File: src/hw/aif_pkg.sv
package aif_pkg;
  // Converter and port widths
  localparam int unsigned ADC_W      = 10;
  localparam int unsigned ACC_W      = 32;
  localparam int unsigned NUM_IN     = 6;
  localparam int unsigned NUM_OUT    = 3;
  localparam int unsigned SHIFT_W    = 5;
  // Filter setting range: setting 17 gives 1 ms, each step doubles
  localparam logic [4:0]  FSET_MIN   = 5'h11;
  localparam logic [4:0]  FSET_MAX   = 5'h1F;
  localparam logic [4:0]  FSET_RST   = 5'h11;
  // Sample tick derived from the base time constant
  localparam int unsigned CLK_MHZ    = 200;
  localparam int unsigned TBASE_US   = 1000;
  localparam int unsigned TICK_DIV   = 44;  // 44 steps of 2^-6 halve the error
  localparam int unsigned TAU_CYC    = CLK_MHZ * TBASE_US;
  localparam int unsigned TICK_CYC   = TAU_CYC / TICK_DIV;
  // Weight shift at setting 17: alpha = 2^-6 per tick
  localparam logic [4:0]  SHIFT_BASE = 5'h06;
  localparam int unsigned FRAC_W     = 20;  // Covers the largest weight shift
  // Register byte offsets
  localparam logic [7:0]  OFS_FILT   = 8'h00;
  localparam logic [7:0]  OFS_MASK   = 8'h04;
  localparam logic [7:0]  OFS_EDGE   = 8'h08;
  localparam logic [7:0]  OFS_LEVEL  = 8'h0C;
  localparam logic [7:0]  OFS_VALUE  = 8'h10;
  // Field positions
  localparam int unsigned MASK_OUT_LSB = 8;
  localparam int unsigned LVL_OUT_LSB  = 8;
endpackage : aif_pkg

File: src/hw/aif_filter_io.sv
// Operation
// - Step 0 to 1 gives output one minus half to the t over T.
// - Five time constants after a step output reaches 97 percent.
// - Ten time constants after a step output is within 99.9 percent.
// - Setting 17..31 gives 1 ms doubling per step up to 16 s.
// - Masked lines lose their driver function and become general purpose.
// - Masked inputs read as zero for record selection.
// - Masked input level stays readable by the host.
// - Each input and output chooses rising or falling edge switching.
// - Analogue input is a 10 bit converter sample over plus minus 10 V.
`timescale 1ns/1ps
module aif_filter_io
  import aif_pkg::*;
(
  input  wire logic                       clock_in,
  input  wire logic                       rst_n_in,
  input  wire logic                       psel_in,
  input  wire logic                       penable_in,
  input  wire logic                       pwrite_in,
  input  wire logic [7:0]                 paddr_in,
  input  wire logic [31:0]                pwdata_in,
  output logic      [31:0]                prdata_out,
  output logic                            pready_out,
  output logic                            pslverr_out,
  input  wire logic [aif_pkg::ADC_W-1:0]  adc_sample_in,
  input  wire logic [aif_pkg::NUM_IN-1:0] pin_in,
  input  wire logic [aif_pkg::NUM_OUT-1:0] func_out_in,
  input  wire logic [aif_pkg::NUM_OUT-1:0] user_out_in,
  output logic      [aif_pkg::ADC_W-1:0]  filt_value_out,
  output logic      [aif_pkg::NUM_IN-1:0] func_in_out,
  output logic      [aif_pkg::NUM_IN-1:0] in_edge_out,
  output logic      [aif_pkg::NUM_OUT-1:0] pin_out
);
  import aif_pkg::*;

  localparam int unsigned TOT_W = ADC_W + FRAC_W;

  // Synchronisers for pins and converter word
  logic [NUM_IN-1:0] s1_q, s1_d, s2_q, s2_d, s3_q, s3_d;
  logic [ADC_W-1:0]  a1_q, a1_d, a2_q, a2_d;
  // Configuration
  logic [4:0]        fset_q, fset_d;
  logic [NUM_IN+NUM_OUT-1:0] mask_q, mask_d, edge_q, edge_d;
  // Filter state
  logic [TOT_W-1:0]  acc_q, acc_d;
  logic [ACC_W-1:0]  tick_q, tick_d;
  logic              tick;
  // Bus and outputs
  logic [31:0]       rdata_q, rdata_d;
  logic              ready_q, ready_d, err_q, err_d;
  logic [NUM_IN-1:0] fin_q, fin_d, edg_q, edg_d;
  logic [NUM_OUT-1:0] pout_q, pout_d;
  logic [ADC_W-1:0]  fv_q, fv_d;

  // Per-line polarity, masking and edge detection
  logic [NUM_IN-1:0] in_lvl, in_prev;
  logic [NUM_OUT-1:0] out_lvl;
  genvar gi;
  generate
    for (gi = 0; gi < NUM_IN; gi++) begin : g_in
      assign in_lvl[gi]  = s2_q[gi] ^ edge_q[gi];
      assign in_prev[gi] = s3_q[gi] ^ edge_q[gi];
      assign fin_d[gi]   = mask_q[gi] ? 1'b0 : in_lvl[gi];
      assign edg_d[gi]   = ~mask_q[gi] & in_lvl[gi] & ~in_prev[gi];
    end
    for (gi = 0; gi < NUM_OUT; gi++) begin : g_out
      assign out_lvl[gi] = mask_q[NUM_IN+gi] ? user_out_in[gi]
                                                   : func_out_in[gi];
      assign pout_d[gi]  = out_lvl[gi] ^ edge_q[NUM_IN+gi];
    end
  endgenerate

  // Filter tick and recursive low pass update
  logic [4:0]       shift;
  logic [TOT_W-1:0] sample_ext;
  logic [TOT_W:0]   diff;
  always_comb begin
    tick   = (tick_q == ACC_W'(TICK_CYC - 1));
    tick_d = tick ? '0 : tick_q + 1'b1;
    shift  = SHIFT_BASE + (fset_q - FSET_MIN);
    sample_ext = {a2_q, {FRAC_W{1'b0}}};
    diff   = {1'b0, sample_ext} - {1'b0, acc_q};
    acc_d  = acc_q;
    if (tick) begin
      // Signed step of (x - y) / 2^shift; alpha = 2^-shift
      if (diff[TOT_W])
        acc_d = acc_q - TOT_W'((~diff[TOT_W-1:0] + 1'b1) >> shift);
      else
        acc_d = acc_q + TOT_W'(diff[TOT_W-1:0] >> shift);
    end
    fv_d = acc_q[TOT_W-1:FRAC_W];
  end

  // Register file access over APB
  logic acc_en, wr_en;
  always_comb begin
    acc_en  = psel_in & penable_in & ~ready_q;
    wr_en   = acc_en & pwrite_in;
    ready_d = acc_en;
    err_d   = 1'b0;
    rdata_d = '0;
    fset_d  = fset_q;
    mask_d  = mask_q;
    edge_d  = edge_q;
    s1_d = pin_in;
    s2_d = s1_q;
    s3_d = s2_q;
    a1_d = adc_sample_in;
    a2_d = a1_q;
    if (acc_en) begin
      case (paddr_in)
        OFS_FILT: begin
          rdata_d = {27'h0, fset_q};
          if (wr_en && pwdata_in[4:0] >= FSET_MIN
              && pwdata_in[4:0] <= FSET_MAX)
            fset_d = pwdata_in[4:0];
        end
        OFS_MASK: begin
          // Output mask bits sit at the upper field from bit 8, two zero bits above the inputs
          rdata_d = 32'({mask_q[NUM_IN +: NUM_OUT],
                         {(MASK_OUT_LSB-NUM_IN){1'b0}}, mask_q[NUM_IN-1:0]});
          if (wr_en) mask_d = {pwdata_in[MASK_OUT_LSB +: NUM_OUT],
                               pwdata_in[NUM_IN-1:0]};
        end
        OFS_EDGE: begin
          rdata_d = 32'(edge_q);
          if (wr_en) edge_d = pwdata_in[NUM_IN+NUM_OUT-1:0];
        end
        OFS_LEVEL: begin
          rdata_d = 32'({pout_q, {(LVL_OUT_LSB-NUM_IN){1'b0}}, s2_q});
          err_d   = pwrite_in;
        end
        OFS_VALUE: begin
          rdata_d = 32'(fv_q);
          err_d   = pwrite_in;
        end
        default: err_d = 1'b1;
      endcase
    end
  end

  // Register everything
  always_ff @(posedge clock_in) begin
    if (!rst_n_in) begin
      s1_q <= '0; s2_q <= '0; s3_q <= '0;
      a1_q <= '0; a2_q <= '0;
      fset_q <= FSET_RST;
      mask_q <= '0; edge_q <= '0;
      acc_q <= '0; tick_q <= '0;
      rdata_q <= '0; ready_q <= 1'b0; err_q <= 1'b0;
      fin_q <= '0; edg_q <= '0; pout_q <= '0; fv_q <= '0;
    end else begin
      s1_q <= s1_d; s2_q <= s2_d; s3_q <= s3_d;
      a1_q <= a1_d; a2_q <= a2_d;
      fset_q <= fset_d;
      mask_q <= mask_d; edge_q <= edge_d;
      acc_q <= acc_d; tick_q <= tick_d;
      rdata_q <= rdata_d; ready_q <= ready_d; err_q <= err_d;
      fin_q <= fin_d; edg_q <= edg_d; pout_q <= pout_d; fv_q <= fv_d;
    end
  end

  assign prdata_out     = rdata_q;
  assign pready_out     = ready_q;
  assign pslverr_out    = err_q;
  assign filt_value_out = fv_q;
  assign func_in_out    = fin_q;
  assign in_edge_out    = edg_q;
  assign pin_out        = pout_q;
endmodule : aif_filter_io

File: config.mk
export PLATFORM = sky130hd
export DESIGN_NAME = aif_filter_io
export DESIGN_NICKNAME = d
export VERILOG_FILES = /design/src/hw/aif_pkg.sv /design/src/hw/aif_filter_io.sv
export SDC_FILE = /design/constraint.sdc
export NUM_CORES = 1
export LEC_CHECK = 0
export CORE_MARGIN = 5
export CORE_UTILIZATION = 60
export DETAILED_ROUTE_END_ITERATION = 8
export DONT_BUFFER_PORTS = 1
export MAX_ROUTING_LAYER = met4
export PLACE_DENSITY = 0.76
export SLEW_MARGIN = 20
export SYNTH_ARGS = -nofsm -noshare
export SYNTH_HDL_FRONTEND = slang
export SYNTH_SLANG_ARGS = --single-unit
File: constraint.sdc
create_clock -name clock_in -period 19.9 [get_ports clock_in]
set_input_delay 4.975 -clock clock_in [delete_from_list [all_inputs] [get_ports clock_in]]
set_output_delay 4.975 -clock clock_in [all_outputs]
set_load 0.05 [all_outputs]
# After elaboration in Yosys (flattened, before gate mapping)
# Index checks and enable logic that the tools add are counted.
word_totals:
  reg_bits: 182
  latchBits: 0
  ram_bits: 0
  mem_bits_ro: 0
  inputBits: 67
  output_inout_bits: 59
  elab_cells: 105
  n_memories: 0
op_classes:
  addsub: 7
  mul: 0
  div_mod_pow: 0
  order_cmp: 2
  n_eq_ne: 5
  shift: 2
  muxes: 6
  bitwise: 45
  n_reduce_logical: 16
ops:
  columns: ["cell", "count"]
  rows:
  - ["$shr 30x5->30", 2]
  - ["$pmux 11 s5", 1]
  - ["$add 32x1->32 const B", 1]
  - ["$eq 32x13->1 const B", 1]
  - ["$sub 30x30->31", 1]
  - ["$add 30x1->30 const B", 1]
  - ["$add 30x30->30", 1]
  - ["$mux 30", 1]
  - ["$not 30->30", 1]
  - ["$sub 30x30->30", 1]
  - ["$eq 8x4->1 const B", 2]
  - ["$reduce_or 2->1", 8]
  - ["$and 1x1->1", 15]
  - ["$xor 1x1->1", 15]
  - ["$not 1->1", 14]
  - ["$reduce_and 3->1", 3]
  - ["$eq 8x3->1 const B", 1]
  - ["$eq 8x5->1 const B", 1]
  - ["$logic_not 8->1", 1]
  - ["$add 3x5->5 const A", 1]
  - ["$ge 5x5->1 const B", 1]
  - ["$le 5x5->1 const B", 1]
  - ["$sub 5x5->5 const B", 1]
  - ["$mux 1", 3]
  - ["4 further kinds", 5]

# Depth between registers and ports, before layout
logic_depth:
  ltp_word: 6
  depth_mapped: 38
  depth_no_buf: 35

# Worst setup path after synthesis
# OpenSTA, ideal clock, no wires.
synth_timing:
  path_type: "register -> register"
  start: "register acc_q[0]"
  end: "register acc_q[29]"
  setup_ps: 123
  arrival_ps: 7498
  t_required_ps: 19777
  slack_ps: 12279
  path_stages_with_launch: 34
  n_path_buf: 2
  period_less_slack_ps: 7621
  path_cell_list: "dfxtp_1 clkbuf_1 inv_1 ha_1 nor4b_4 and4_1 buf_2 a211oi_1 mux2_2 or4b_2 nor3_1 xnor2_1 o21ai_0 o21ai_0 mux2_2 nor2_1 nor2_1 nand2_1 o2bb2ai_1 ha_1 nor2b_1 o21ai_0 a21boi_0 o21a_1 o21ai_0 a31oi_1 a41o_1 a221o_1 a41oi_1 a211o_1 o21ai_0 or3_1 o31ai_1 mux2_1"
synth_via:
  elab_chain_cells: 6
  word_cells_on_any_way: 8
  classes_between: "4 x add/sub; 2 x shift; 1 x mux; 1 x bitwise"
synth_rtl:
  columns: ["element", "line", "rtl"]
  rows:
  - ["start, declared", "aif_filter_io.sv:45", "logic [TOT_W-1:0] acc_q, acc_d;"]
  - ["start signal, assigned", "aif_filter_io.sv:149", "acc_q <= '0; tick_q <= '0;"]
  - ["start signal, assigned", "aif_filter_io.sv:157", "acc_q <= acc_d; tick_q <= tick_d;"]
  - ["$sub 30x30->31", "aif_filter_io.sv:82", "diff = {1'b0, sample_ext} - {1'b0, acc_q};"]
  - ["$not 30->30", "aif_filter_io.sv:87", "acc_d = acc_q - TOT_W'((~diff[TOT_W-1:0] + 1'b1) >> shift);"]
  - ["$add 30x1->30", "aif_filter_io.sv:87", null]
  - ["$shr 30x5->30", "aif_filter_io.sv:87", null]
  - ["$sub 30x30->30", "aif_filter_io.sv:87", null]
  - ["$mux 30 *", "aif_filter_io.sv:86", "if (diff[TOT_W])"]
# Mark *: on every way between the ends. The rest lies on a longest branch, timed or not.
# A chain may end at the register's enable or synchronous reset.

# Worst setup path in the final report
# Ends and elaborated chain as after synthesis.

==> summary.md <==
| Metric | Value |
|---|---|
| Max_cap viols | 0 |
| Longest Clk Path Bufs | 2 |
| H-tree levels | 4 |
| First DRT Iteration DRCs | roughly 1.6k |
| Crit path DAT | 9.94 ns |
| Post-synth top area share | 0.2288 |
| Post-Syn Area per Cell | just under 8 um^2 |
| Die X | 163.2 um |
| Pwr dens | roughly 60 nW/um^2 |
| Worst-Margin Slew | about 1.0 ns |
| Hold_buf cts | 0 |
| Clock root buffer | clkbuf_16 |
| P_leak | 6.082 nW |
| Clk sinks | ~160 |
| Seq/Total Area, Yosys | 0.2288 |
| CP max FO | 11 |
| Clk_lat worst skew | about 0.44 ns |
| Register bit count reported by yosys | 161 |
| Synth cell types | 94 |
| Post-route DRC | 0 |
| Min-Delay Path Class | reg2reg |
| Worst-path clk slew | 0.08 ns |
| FMAX | 104.0 MHz |
| Nets | between 1.5k and 2k |
| Max IR drop VDD | just under 0.05 mV |
| Die area | 26640 um^2 |
| DP Wirelength | 31.37 mm |
| Area of the mapped netlist | 14090 um^2 |
| Final WL | 42.07 mm |
| Initial antenna violation count | 0 |
| Post-CTS setup buffer count | 0 |
| Setup ws final | 10.28 ns |
| Fin crit period | 9.615 ns |
| Status | finished, final reports clean |
| Hold WS | about 0.43 ns |
| Max Slew Vio Count | 0 |
| Port bufs | 0 |
| Antenna fix cells | 0 |
| DRT Pass-1 Iters | 6 |
| Pwr Total | 0.8815 mW |
| Pre-CTS setup slack | 10.52 ns |
| Ranking of synthesized cells by area | dfxtp_1 (23%), mux2i_1 (7.0%), xnor2_1 (5.3%) |
| Setup crit start kind | flip-flop |
| Vias in the first global route | 12.34k |
| Core Region | 23260 um^2 |
| WP data required | 20.23 ns |
| CP Capture Type | flip-flop |
| Post-CTS sizing | 0 |
| Top_reg_cell synth | dfxtp_1 |
| Setup TNS | 0 ns |
| CP max stage cell | a2111oi_2 |
| Row cnt | 56 |
| GRT overflow | 0 |
| Cts bufs inserted | 17 |
| Largest net degree at the start of global routing | 114 |
| Tot GR Track Use | 0.3176 |
| TritonCTS clock tree | yes |
| Async set-or-reset flop fraction in the synthesized netlist | 0 |
| Max-slew headroom | 0.3292 |
| Post-synth EDFFs | 0 |
| Worst path most repeated cell | o21ai_0 |
| Vias per cell | between 6 and 7 |
| Clk_skew | between 0.02 and 0.025 ns |
| Post-route ant nets | 0 |
| Via Count | 13.48k |
| Yosys warning total | 0 |
| Share of cells above drive strength 1 | 0.07899 |
| Area delta synth->final | 5.116% |
| GPL Wtd Cong | 1.026 |
| Largest area contributor in the netlist | dfxtp_1 |
| Number of top-level pins | 126 |
| Final setup vio count | 0 |
| Per-cell routed wire length | 20.36 um |
| RSZ-0062 raised after global routing | no |
| Worst setup path class | reg2reg |
| Max incr delay on CP | ~1.0 ns |
| Initial Utilization | 0.6056 |
| Die height | between 150 and 200 um |
| Final Hold Vio Count | 0 |
| Gate count after technology mapping | around 1.8k |
| First-pass GRT wire length | 66.72 mm |
| Crit share post-route | 0.4832 |
==> state kept, by name (all words and copies together), names as in the netlist <==
name            cells
filt_value_out     10
s2_q                6
edge_q              9
pin_out             3
a1_q               10
pready_out          1
mask_q              9
acc_q              30
s1_q                6
func_in_out         6
pslverr_out         1
tick_q             32
prdata_out         11
fset_q              5
in_edge_out         6
a2_q               10
s3_q                6
==> worst paths after layout <==
path	from	endpoint	slack [ns]	depth (start not counted)
setup / recovery	acc_q[0]$_SDFFE_PN0P_	acc_q[29]$_SDFFE_PN0P_	10.28	32
hold / removal	s1_q[4]$_SDFF_PN0_	s2_q[4]$_SDFF_PN0_	0.43	1
setup reg to reg	acc_q[0]$_SDFFE_PN0P_	acc_q[29]$_SDFFE_PN0P_	10.28	32
hold reg to reg	s1_q[4]$_SDFF_PN0_	s2_q[4]$_SDFF_PN0_	0.43	1
==> synth_stat cells (all sizes together), types with 17 or more instances <==
| cell type | count |
|---|---|
| and2 | 75 |
| xnor2 | 85 |
| xor2 | 59 |
| or3 | 17 |
| nand4 | 25 |
| inv | 37 |
| nand3 | 48 |
| nand2 | 161 |
| ha | 44 |
| nor3 | 44 |
| a21o | 27 |
| clkbuf | 95 |
| nor2 | 185 |
| a211oi | 23 |
| buf | 40 |
| mux2i | 99 |
| a21oi | 89 |
| dfxtp | 161 |
| nor4 | 18 |
| o21ai | 95 |
| nor2b | 55 |
| a22oi | 22 |
| mux2 | 25 |
| o211ai | 20 |
==> routing by layer <==
layer  track usage  vias to the layer above  wire length, um
li1              -                     6399                -
met1        0.4203                     6377            18310
met2        0.4928                      615            19030
met3       0.04921                       86             3192
met4        0.1193                        0             1538
met5             -                        -                0
==> per-stage QoR <==
step,util,area [um^2],std cells
floorplan,-,14160,1832
global placement,0.6093,14170,2034
detailed placement,0.6096,14180,2034
CTS,0.6366,14810,2066
global route,0.6366,14810,2066
finish,0.6366,14810,2066
==> layout make-up <==
type	instances	area [um^2]
Multi-Input combinational cell	1499	10280
Inverter	37	138.9
Fill cell	2068	8454
Tap cell	319	399.1
Sequential cell	161	3224
Clock inverter	15	201.4
Clock buffer	17	425.4
Timing Repair Buffer	18	135.1
==> where the power goes <==
part / leakage (nW) / switching (mW) / internal (mW)
Clock: 0.303 / 0.164 / 0.174
Combinational: 4.47 / 0.133 / 0.0770
Sequential: 1.31 / 0.00654 / 0.327
Total: 6.08 / 0.304 / 0.577
==> critical path, delay by kind of cell, from the launching register on <==
kind / cells / cell delay, ns
simple gates: 11 / 2.66
flops: 1 / 0.42
mux: 2 / 0.67
compound gates: 15 / 4.60
fa+ha+maj: 2 / 0.59
xor+xnor: 1 / 0.42
buf+inv: 1 / 0.13
==> layout by cell type, fill, tap and decap left out, types with 14 or more instances in the layout <==
master     instances
nand4_1           25
clkbuf_16         17
inv_1             36
xor2_1            56
xnor2_1           82
a211oi_1          22
a21o_1            27
a22oi_1           22
nor4_1            16
o211ai_1          20
a31oi_1           16
a21oi_1           89
mux2i_1           99
o22ai_1           14
and2_1            75
ha_1              43
and3_1            16
nor2b_1           55
conb_1            21
nor3_1            40
or3_1             16
dfxtp_1          160
nand2_1          161
nor2_1           184
o21ai_0           94
nand3_1           47
mux4_2            15
mux2_2            23
buf_4             18
==> kinds of logic (layout without fill, tap and decap cells) <==
logic type      Yosys count  count (layout)  synth area share
simple gates            710             710            0.2599
compound gates          440             440            0.2136
buf+inv                 172              87           0.05285
flops                   161             161            0.2288
xor+xnor                144             144           0.08953
mux                     139             139            0.1146
fa+ha+maj                45              45           0.04050
other cells               1              21         0.0002662
(Power assumes the default switching activity.)
